<file path="src/hdl/dac_ctrl_pkg.sv">
// Purpose: constants for the two-channel converter control block
// Assumes: Avalon-MM word registers at byte address = 4 x register index
// Notes: conversion figures are cycle counts at the 10 MHz system clock
// What this block does
// Without event triggering, a data register write starts that channel's conversion.
// With event triggering, start only on the selected event with fresh data.
// Two channels, each taking a 12-bit unsigned sample.
// Each channel has its own data, control and output.
// Linear code mapping; zero gives zero, 0xFFF gives the reference.
// Channel 0 output can be routed internally to comparator and ADC.
// All control logic and data registers run on the peripheral clock.
// Low-power mode doubles each conversion time.
// Software picks one of four references.
// Offset trim is sign-magnitude, bit 7 sign, 1/64 to 1/4096 steps.
// Gain trim scales deviation from mid-code, 1/16 to 1/1024 steps.
// Calibrated output is raw output plus offset and gain corrections.
// Software calibrates offset driving mid code 0x800.
// Software calibrates gain driving code 0xFFF toward 4095/4096.
// Calibrate with the final application configuration.
// Data registers take writes from the DMA controller and the processor.
// Channel select 00 ch0, 01 ch1, 10 both, 11 reserved.
// Per-channel data-empty flag drives DMA request; late writes overwrite.
// Three-bit event select; a fourth bit moves channel 1 one event up.
// Data right-aligned by default; left-align moves it to upper bits.
// Converted code holds on the output until the next conversion.
package dac_ctrl_pkg;
  // Register indices; byte address is four times these
  localparam logic [3:0] IDX_CTRL_A = 4'h0;
  localparam logic [3:0] IDX_CTRL_B = 4'h1;
  localparam logic [3:0] IDX_CTRL_C = 4'h2;
  localparam logic [3:0] IDX_EVENT_CTRL = 4'h3;
  localparam logic [3:0] IDX_STATUS = 4'h5;
  localparam logic [3:0] IDX_CHAN0_DATA = 4'h6;
  localparam logic [3:0] IDX_CHAN1_DATA = 4'h7;
  localparam logic [3:0] IDX_OFFSET_TRIM = 4'h8;
  localparam logic [3:0] IDX_GAIN_TRIM = 4'h9;
  // Control field positions
  localparam int BIT_ENABLE = 0;
  localparam int BIT_LOW_POWER = 1;
  localparam int BIT_CH0_OUT = 2;
  localparam int BIT_CH1_OUT = 3;
  localparam int BIT_INTERNAL_OUT = 4;
  localparam int BIT_CH0_TRIG = 0;
  localparam int BIT_CHANNEL_SELECT_LO = 5;
  localparam int BIT_LEFT_ALIGN = 0;
  localparam int BIT_REFSEL_LO = 3;
  localparam int BIT_TRIGGER_EVENT_SELECT_UP = 3;
  localparam int BIT_TRIM_SIGN = 7;
  // Channel select codes
  localparam logic [1:0] CHANNEL_SELECT_ONLY0 = 2'h0;
  localparam logic [1:0] CHANNEL_SELECT_ONLY1 = 2'h1;
  localparam logic [1:0] CHANNEL_SELECT_DUAL = 2'h2;
  // Reference codes
  localparam logic [1:0] REF_INT_1V = 2'h0;
  localparam logic [1:0] REF_ANALOG_SUPPLY = 2'h1;
  localparam logic [1:0] REF_PIN_PORT_A = 2'h2;
  localparam logic [1:0] REF_PIN_PORT_B = 2'h3;
  // Code range
  localparam logic [11:0] CODE_FULL = 12'hFFF;
  localparam logic [12:0] CODE_MID = 13'h0800;
  localparam int LEFT_SHIFT = 4;
  // Conversion timing
  localparam int CLK_MHZ = 10;
  localparam int CONV_TIME_NS = 1000;
  localparam int CONV_CYCLES = (CONV_TIME_NS * CLK_MHZ + 999) / 1000;
  localparam int LOW_POWER_FACTOR = 2;
  localparam logic [4:0] CONV_NORMAL = 5'(CONV_CYCLES);
  localparam logic [4:0] CONV_LOW = 5'(CONV_CYCLES * LOW_POWER_FACTOR);
endpackage

</file>
<file path="src/hdl/dac_ctrl.sv">
// Purpose: register file, conversion sequencing and trim arithmetic for two channels
// Assumes: event inputs are pulses from logic on sys_clk; data path is digital codes
// Notes: single-cycle writes, reads answer one cycle after the request
//
// The placing of the registers and the Avalon-MM interface to the registers are this design's own decisions.
`timescale 1ns/1ps
module dac_ctrl (
  // Clock and reset
  input wire logic sys_clk,
  input wire logic reset_n,
  // Avalon-MM slave
  input wire logic [5:0] avs_address,
  input wire logic avs_read,
  input wire logic avs_write,
  input wire logic [31:0] avs_writedata,
  input wire logic [3:0] avs_byteenable,
  output logic [31:0] avs_readdata,
  output logic avs_waitrequest,
  // Event system channels
  input wire logic [7:0] eventIn,
  // DMA requests, one per channel
  output logic dmaRequest0,
  output logic dmaRequest1,
  // Converter outputs
  output logic [11:0] chan0Level,
  output logic [11:0] chan1Level,
  output logic chan0PinEnable,
  output logic chan1PinEnable,
  output logic internalRouteEnable,
  output logic [1:0] referenceSelect,
  output logic lowPowerSelect
);
  typedef struct packed {
    logic [4:0] ctrlA;
    logic [1:0] channelSelect;
    logic [1:0] trigMode;
    logic [1:0] refSel;
    logic leftAlign;
    logic [3:0] triggerEventSelect;
    logic [7:0] offsetTrim;
    logic [7:0] gainTrim;
    logic [1:0][11:0] sample;
    logic [1:0] pending;
    logic [1:0][11:0] inFlight;
    logic [1:0][4:0] convCount;
    logic [1:0][11:0] level;
    logic [31:0] readData;
    logic readValid;
  } state_s;

  state_s cur;
  state_s next_cur;
  logic [1:0] chanOn;
  logic [1:0] chanEvent;
  logic [1:0] dataWrite;
  logic [1:0] startConv;
  logic [3:0] wIdx;
  logic [15:0] wLane;

  // Signed trims on the mid-code-referenced transfer
  function automatic logic [11:0] calibrate(logic [11:0] code, logic [7:0] offs,
                                           logic [7:0] gain);
    logic signed [13:0] dev;
    logic signed [21:0] prod;
    logic signed [14:0] gainTerm;
    logic signed [14:0] sum;
    dev = $signed({2'b00, code}) - $signed({1'b0, dac_ctrl_pkg::CODE_MID});
    prod = dev * $signed({1'b0, gain[6:0]});
    gainTerm = 15'(prod >>> 10);
    if (gain[dac_ctrl_pkg::BIT_TRIM_SIGN]) begin
      gainTerm = -gainTerm;
    end
    sum = $signed({3'b000, code}) + gainTerm;
    if (offs[dac_ctrl_pkg::BIT_TRIM_SIGN]) begin
      sum = sum + $signed({8'h00, offs[6:0]});
    end else begin
      sum = sum - $signed({8'h00, offs[6:0]});
    end
    // Clamp: the analog range cannot exceed the rails
    if (sum < 0) begin
      calibrate = 12'h000;
    end else if (sum > $signed({3'b000, dac_ctrl_pkg::CODE_FULL})) begin
      calibrate = dac_ctrl_pkg::CODE_FULL;
    end else begin
      calibrate = sum[11:0];
    end
  endfunction

  always_comb begin
    wIdx = avs_address[5:2];
    wLane = {{8{avs_byteenable[1]}}, {8{avs_byteenable[0]}}};

    chanOn[0] = cur.ctrlA[dac_ctrl_pkg::BIT_ENABLE] &&
      (cur.channelSelect == dac_ctrl_pkg::CHANNEL_SELECT_ONLY0 ||
       cur.channelSelect == dac_ctrl_pkg::CHANNEL_SELECT_DUAL);
    chanOn[1] = cur.ctrlA[dac_ctrl_pkg::BIT_ENABLE] &&
      (cur.channelSelect == dac_ctrl_pkg::CHANNEL_SELECT_ONLY1 ||
       cur.channelSelect == dac_ctrl_pkg::CHANNEL_SELECT_DUAL);

    chanEvent[0] = eventIn[cur.triggerEventSelect[2:0]];
    chanEvent[1] = cur.triggerEventSelect[dac_ctrl_pkg::BIT_TRIGGER_EVENT_SELECT_UP] ?
      eventIn[3'(cur.triggerEventSelect[2:0] + 3'h1)] :
      eventIn[cur.triggerEventSelect[2:0]];
    dataWrite[0] = avs_write && wIdx == dac_ctrl_pkg::IDX_CHAN0_DATA;
    dataWrite[1] = avs_write && wIdx == dac_ctrl_pkg::IDX_CHAN1_DATA;
    next_cur = cur;
    for (int c = 0; c < 2; c++) begin
      logic [15:0] raw;
      logic [15:0] merged;
      raw = cur.leftAlign ? {cur.sample[c], 4'h0} : {4'h0, cur.sample[c]};
      merged = (raw & ~wLane) | (avs_writedata[15:0] & wLane);
      // A start never shares a cycle with a write to the same channel
      startConv[c] = chanOn[c] && cur.pending[c] && cur.convCount[c] == 5'h00 &&
        !dataWrite[c] && (!cur.trigMode[c] || chanEvent[c]);
      if (dataWrite[c]) begin
        next_cur.sample[c] = cur.leftAlign ? merged[15:4] : merged[11:0];
        next_cur.pending[c] = 1'b1;
      end else if (startConv[c]) begin
        next_cur.pending[c] = 1'b0;
        next_cur.inFlight[c] = cur.sample[c];
        next_cur.convCount[c] = cur.ctrlA[dac_ctrl_pkg::BIT_LOW_POWER] ?
          dac_ctrl_pkg::CONV_LOW : dac_ctrl_pkg::CONV_NORMAL;
      end
      if (cur.convCount[c] != 5'h00) begin
        next_cur.convCount[c] = cur.convCount[c] - 5'h01;
        if (cur.convCount[c] == 5'h01) begin
          next_cur.level[c] = calibrate(cur.inFlight[c], cur.offsetTrim,
                                        cur.gainTrim);
        end
      end
    end
    if (avs_write && avs_byteenable[0]) begin
      case (wIdx)
        dac_ctrl_pkg::IDX_CTRL_A: begin
          next_cur.ctrlA = avs_writedata[4:0];
        end
        dac_ctrl_pkg::IDX_CTRL_B: begin
          next_cur.channelSelect = avs_writedata[dac_ctrl_pkg::BIT_CHANNEL_SELECT_LO +: 2];
          next_cur.trigMode = avs_writedata[dac_ctrl_pkg::BIT_CH0_TRIG +: 2];
        end
        dac_ctrl_pkg::IDX_CTRL_C: begin
          next_cur.refSel = avs_writedata[dac_ctrl_pkg::BIT_REFSEL_LO +: 2];
          next_cur.leftAlign = avs_writedata[dac_ctrl_pkg::BIT_LEFT_ALIGN];
        end
        dac_ctrl_pkg::IDX_EVENT_CTRL: begin
          next_cur.triggerEventSelect = avs_writedata[3:0];
        end
        dac_ctrl_pkg::IDX_OFFSET_TRIM: begin
          next_cur.offsetTrim = avs_writedata[7:0];
        end
        dac_ctrl_pkg::IDX_GAIN_TRIM: begin
          next_cur.gainTrim = avs_writedata[7:0];
        end
        default: begin
        end
      endcase
    end
    next_cur.readValid = avs_read && !cur.readValid;
    if (avs_read && !cur.readValid) begin
      case (wIdx)
        dac_ctrl_pkg::IDX_CTRL_A: next_cur.readData = {27'h0, cur.ctrlA};
        dac_ctrl_pkg::IDX_CTRL_B: next_cur.readData = {25'h0, cur.channelSelect,
                                                      3'h0, cur.trigMode};
        dac_ctrl_pkg::IDX_CTRL_C: next_cur.readData = {27'h0, cur.refSel, 2'h0,
                                                      cur.leftAlign};
        dac_ctrl_pkg::IDX_EVENT_CTRL: next_cur.readData = {28'h0, cur.triggerEventSelect};
        dac_ctrl_pkg::IDX_STATUS: next_cur.readData = {30'h0, chanOn & ~cur.pending};
        dac_ctrl_pkg::IDX_CHAN0_DATA: next_cur.readData = cur.leftAlign ?
          {16'h0, cur.sample[0], 4'h0} : {20'h0, cur.sample[0]};
        dac_ctrl_pkg::IDX_CHAN1_DATA: next_cur.readData = cur.leftAlign ?
          {16'h0, cur.sample[1], 4'h0} : {20'h0, cur.sample[1]};
        dac_ctrl_pkg::IDX_OFFSET_TRIM: next_cur.readData = {24'h0, cur.offsetTrim};
        dac_ctrl_pkg::IDX_GAIN_TRIM: next_cur.readData = {24'h0, cur.gainTrim};
        default: next_cur.readData = 32'h0;
      endcase
    end
  end

  always_ff @(posedge sys_clk or negedge reset_n) begin
    if (!reset_n) begin
      cur <= '0;
    end else begin
      cur <= next_cur;
    end
  end

  assign avs_waitrequest = avs_read && !cur.readValid;
  assign avs_readdata = cur.readData;
  assign dmaRequest0 = chanOn[0] && !cur.pending[0];
  assign dmaRequest1 = chanOn[1] && !cur.pending[1];
  assign chan0Level = cur.level[0];
  assign chan1Level = cur.level[1];
  // Internal routing takes channel 0 off its pin
  assign internalRouteEnable = chanOn[0] && cur.ctrlA[dac_ctrl_pkg::BIT_INTERNAL_OUT];
  assign chan0PinEnable = chanOn[0] && cur.ctrlA[dac_ctrl_pkg::BIT_CH0_OUT] &&
    !cur.ctrlA[dac_ctrl_pkg::BIT_INTERNAL_OUT];
  assign chan1PinEnable = chanOn[1] && cur.ctrlA[dac_ctrl_pkg::BIT_CH1_OUT];
  assign referenceSelect = cur.refSel;
  assign lowPowerSelect = cur.ctrlA[dac_ctrl_pkg::BIT_LOW_POWER];
endmodule

</file>
<file path="config.mk">
export PLATFORM = sky130hd
export DESIGN_NAME = dac_ctrl
export DESIGN_NICKNAME = d
export VERILOG_FILES = /design/src/hdl/dac_ctrl_pkg.sv /design/src/hdl/dac_ctrl.sv
export SDC_FILE = /design/constraint.sdc
export NUM_CORES = 1
export LEC_CHECK = 0
export ABC_CLOCK_PERIOD_IN_PS = 9800
export BUFFER_PORTS_ARGS = -buffer_cell sky130_fd_sc_hd__clkbuf_2
export CORE_UTILIZATION = 63
export CTS_CLUSTER_DIAMETER = 40
export DETAILED_ROUTE_END_ITERATION = 10
export PLACE_DENSITY = 0.86
export REMOVE_ABC_BUFFERS = 1
export SLEW_MARGIN = 10
export SYNTH_ARGS = -nofsm -noshare
export SYNTH_HDL_FRONTEND = slang
export SYNTH_SLANG_ARGS = --single-unit
</file>
<file path="constraint.sdc">
create_clock -name sys_clk -period 9.8 [get_ports sys_clk]
set_input_delay 1.47 -clock sys_clk [delete_from_list [all_inputs] [get_ports sys_clk]]
set_output_delay 1.47 -clock sys_clk [all_outputs]
set_load 0.05 [all_outputs]
</file>
==> summary.md <==
| Metric | Value |
|---|---|
| Outcome | completed |
| Commonest non-fill, non-tap cell in the layout | inv_1 |
| Distinct cells, synth | 92 |
| Remaining DRCs | 0 |
| Hold Crit Depth | 2 |
| CTS hold repair buffers | 0 |
| Largest stage delay, worst path | 740 ps |
| DR vias | 13,300 |
| First-pass GRT wire length | 67.9 mm |
| Arrival time at the worst endpoint | 9600 ps |
| Clock-pin slew on the worst setup and hold paths | 70 ps |
| RSZ-0062 raised after global routing | false |
| Most frequent cells in the layout | inv_1 (220), ha_1 (145), fa_1 (138) |
| Tmin final | 9290 ps |
| Hold_sp | avs_readdata[11]$_DFFE_PN0P_ |
| Die Width | 164 um |
| Largest net degree at the start of global routing | 68 |
| Number of buffers created by CTS | 17 |
| YS warnings | 0 |
| Initial Util | 0.648 |
| Die height | 164 um |
| H-tree depth | 4 |
| Core ar. | 25,500 um^2 |
| Final WL | 41.6 mm |
| Max-Cap Viols | 0 |
| # IOs | 119 |
| Synthesized instance count | 1,815 |
| Main synth FF type | dfrtp_1 |
| Antenna Nets Post-Route | 0 |
| Initial antenna violation count | 0 |
| Post-Syn Area | 16,500 um^2 |
| Crit. End Element | flop |
| CTS tree | done |
| Worst path slowest cell | dfrtp_1 |
| Number of sinks on the clock net | 133 |
| Cell Rows | 58 |
| Setup Buffers After CTS | 0 |
| Setup slack, reg-to-reg | 510 ps |
| First-pass DRT Iterations | 5 |
| Root buf cell | clkbuf_16 |
| Worst clock skew | 10.8 ps |
| Setup TNS | 0 ps |
| Slew Viols, Final | 0 |
| Worst-path maximum fanout | 19 |
| Reg2Reg Launch Point | cur[120]$_DFFE_PN0P_ |
| Post-synthesis sequential area ratio | 0.202 |
| Die area | 26,900 um^2 |
| Flops & latches, synth | 133 |
| Final RePlAce weighted congestion | 0.967 |
| Final setup violating endpoints | 0 |
| Relative slew slack | 0.346 |
| Routed length per instance | 19.2 um |
| I/O Buffers | 82 |
| CP required | 10,110 ps |
| Worst slew pin tran | 978 ps |
| Async SR Flop Fraction | 1.00 |
| Reg2reg end | chan0Level[2]$_DFFE_PN0P_ |
| Number of global-route vias before repair | 13,600 |
| Worst hold-check path type | reg2reg |
| Clock latency on the worst-skew pair | 430 ps |
| Grt ovf | 0 |
| Fin crit share | 0.948 |
| Avg Cell Area, Syn | 9.10 um^2 |
| Share of cells above drive strength 1 | 0.142 |
| Post-synth EDFFs | 0 |
| Clk buf depth | 2 |
| Crit Path Category | reg2reg |
| Overall routing resource usage | 0.324 |
| Fmax | 0.108 GHz |
| 1st-iter DRT viols | 1,104 |
| Number of diodes | 0 |
| Fin. Hold Viols | 0 |
| Worst setup SP type | flop |
| DPL Wire Length | 32.3 mm |
| Final net count | 2,160 |
| Worst r2r path cells | 36 |
| Worst Hold End | avs_readdata[11]$_DFFE_PN0P_ |
| Crit path top cell by count | o21ai_0 |
| Area Overhead vs Synth | 5.65% |
| Via/cell ratio | 6.15 |
registers in the layout, indices dropped and copies added, names as in the netlist:
register         cells
lowPowerSelect       1
chan1Level          12
avs_readdata        16
referenceSelect      2
cur                 90
chan0Level          12
metrics by stage:
| stage | util | hold slack, ps | cells | worst slack [ps] | instance area, um^2 |
|---|---|---|---|---|---|
| finish | 0.685 | 483 | 2166 | 508 | 17400 |
| CTS | 0.684 | 492 | 2166 | 643 | 17400 |
| global route | 0.685 | 525 | 2166 | 42.4 | 17400 |
| global placement | 0.660 | 465 | 2134 | 919 | 16800 |
| detailed placement | 0.660 | 476 | 2134 | 630 | 16800 |
| floorplan | - | 467 | 1708 | 1090 | 15900 |
routing by layer:
layer  vias up  global-route usage  routed length (um)
li1       6092                   -                   -
met1      6445               0.418               16900
met2       634               0.537               19800
met3       151              0.0545                3160
met4         0               0.144                1730
met5         -                   0                   0
cell families after synthesis:
kind of cell    synth area share
buf+inv                   0.0928
compound gates             0.150
other cells             0.000227
mux                       0.0640
fa+ha+maj                  0.277
flops                      0.202
xor+xnor                  0.0531
simple gates               0.161
cells in the mapped netlist, drive strengths merged (11+ instances only):
master,number,share of area
nor3,36,0.015
o21ai,83,0.025
nand2,134,0.030
nor4,11,0.0042
o22ai,29,0.011
and3,13,0.0049
xnor2,70,0.037
o21a,15,0.0074
inv,220,0.050
mux2,60,0.041
ha,145,0.11
buf,68,0.030
nand3,22,0.0067
nor2b,24,0.0091
mux2i,29,0.018
clkbuf,54,0.012
dfrtp,133,0.20
xor2,24,0.013
a21o,24,0.011
nand2b,30,0.011
fa,138,0.17
a21oi,104,0.035
and2,120,0.046
a22oi,12,0.0055
nor2,75,0.017
o221ai,14,0.0074
worst max-delay path, delay by kind of cell (launching register included):
family                     cells  cell delay (ps)
DFF                            1              740
AOI/OAI and AO/OA             14             2880
and+or+nand+nor                8             1280
buffers and inverters          4              530
xor gates and xnor gates       2              440
adders and majority gates      8             3320
layout make-up:
class	instances	area, um^2
Clock buffer	17	425
Timing Repair Buffer	96	522
Tap cell	330	413
Multi-Input combinational cell	1355	11700
Sequential cell	133	3330
Inverter	220	826
Clock inverter	15	184
Fill cell	1917	8030
how the worst max path moves through the flow:
stage / start / to / slack, ps
6_report: cur[120]$_DFFE_PN0P_ / chan0Level[2]$_DFFE_PN0P_ / 510
5_1_grt: cur[120]$_DFFE_PN0P_ / chan0Level[1]$_DFFE_PN0P_ / 40
4_1_cts: cur[121]$_DFFE_PN0P_ / chan0Level[2]$_DFFE_PN0P_ / 640
3_5_place_dp: cur[121]$_DFFE_PN0P_ / chan0Level[2]$_DFFE_PN0P_ / 630
3_3_place_gp: cur[120]$_DFFE_PN0P_ / chan0Level[5]$_DFFE_PN0P_ / 920
2_1_floorplan: cur[121]$_DFFE_PN0P_ / chan1Level[0]$_DFFE_PN0P_ / 1090
timing repair:
action                                  in CTS  in global routing
gates resized for setup                      0                  3
endpoints found under the hold margin        0                  0
endpoints found under the setup margin       0                 12
Power is left out: the tool's default activity adds up to more than one toggle a clock period on the data nets, which glitch-free logic cannot reach.
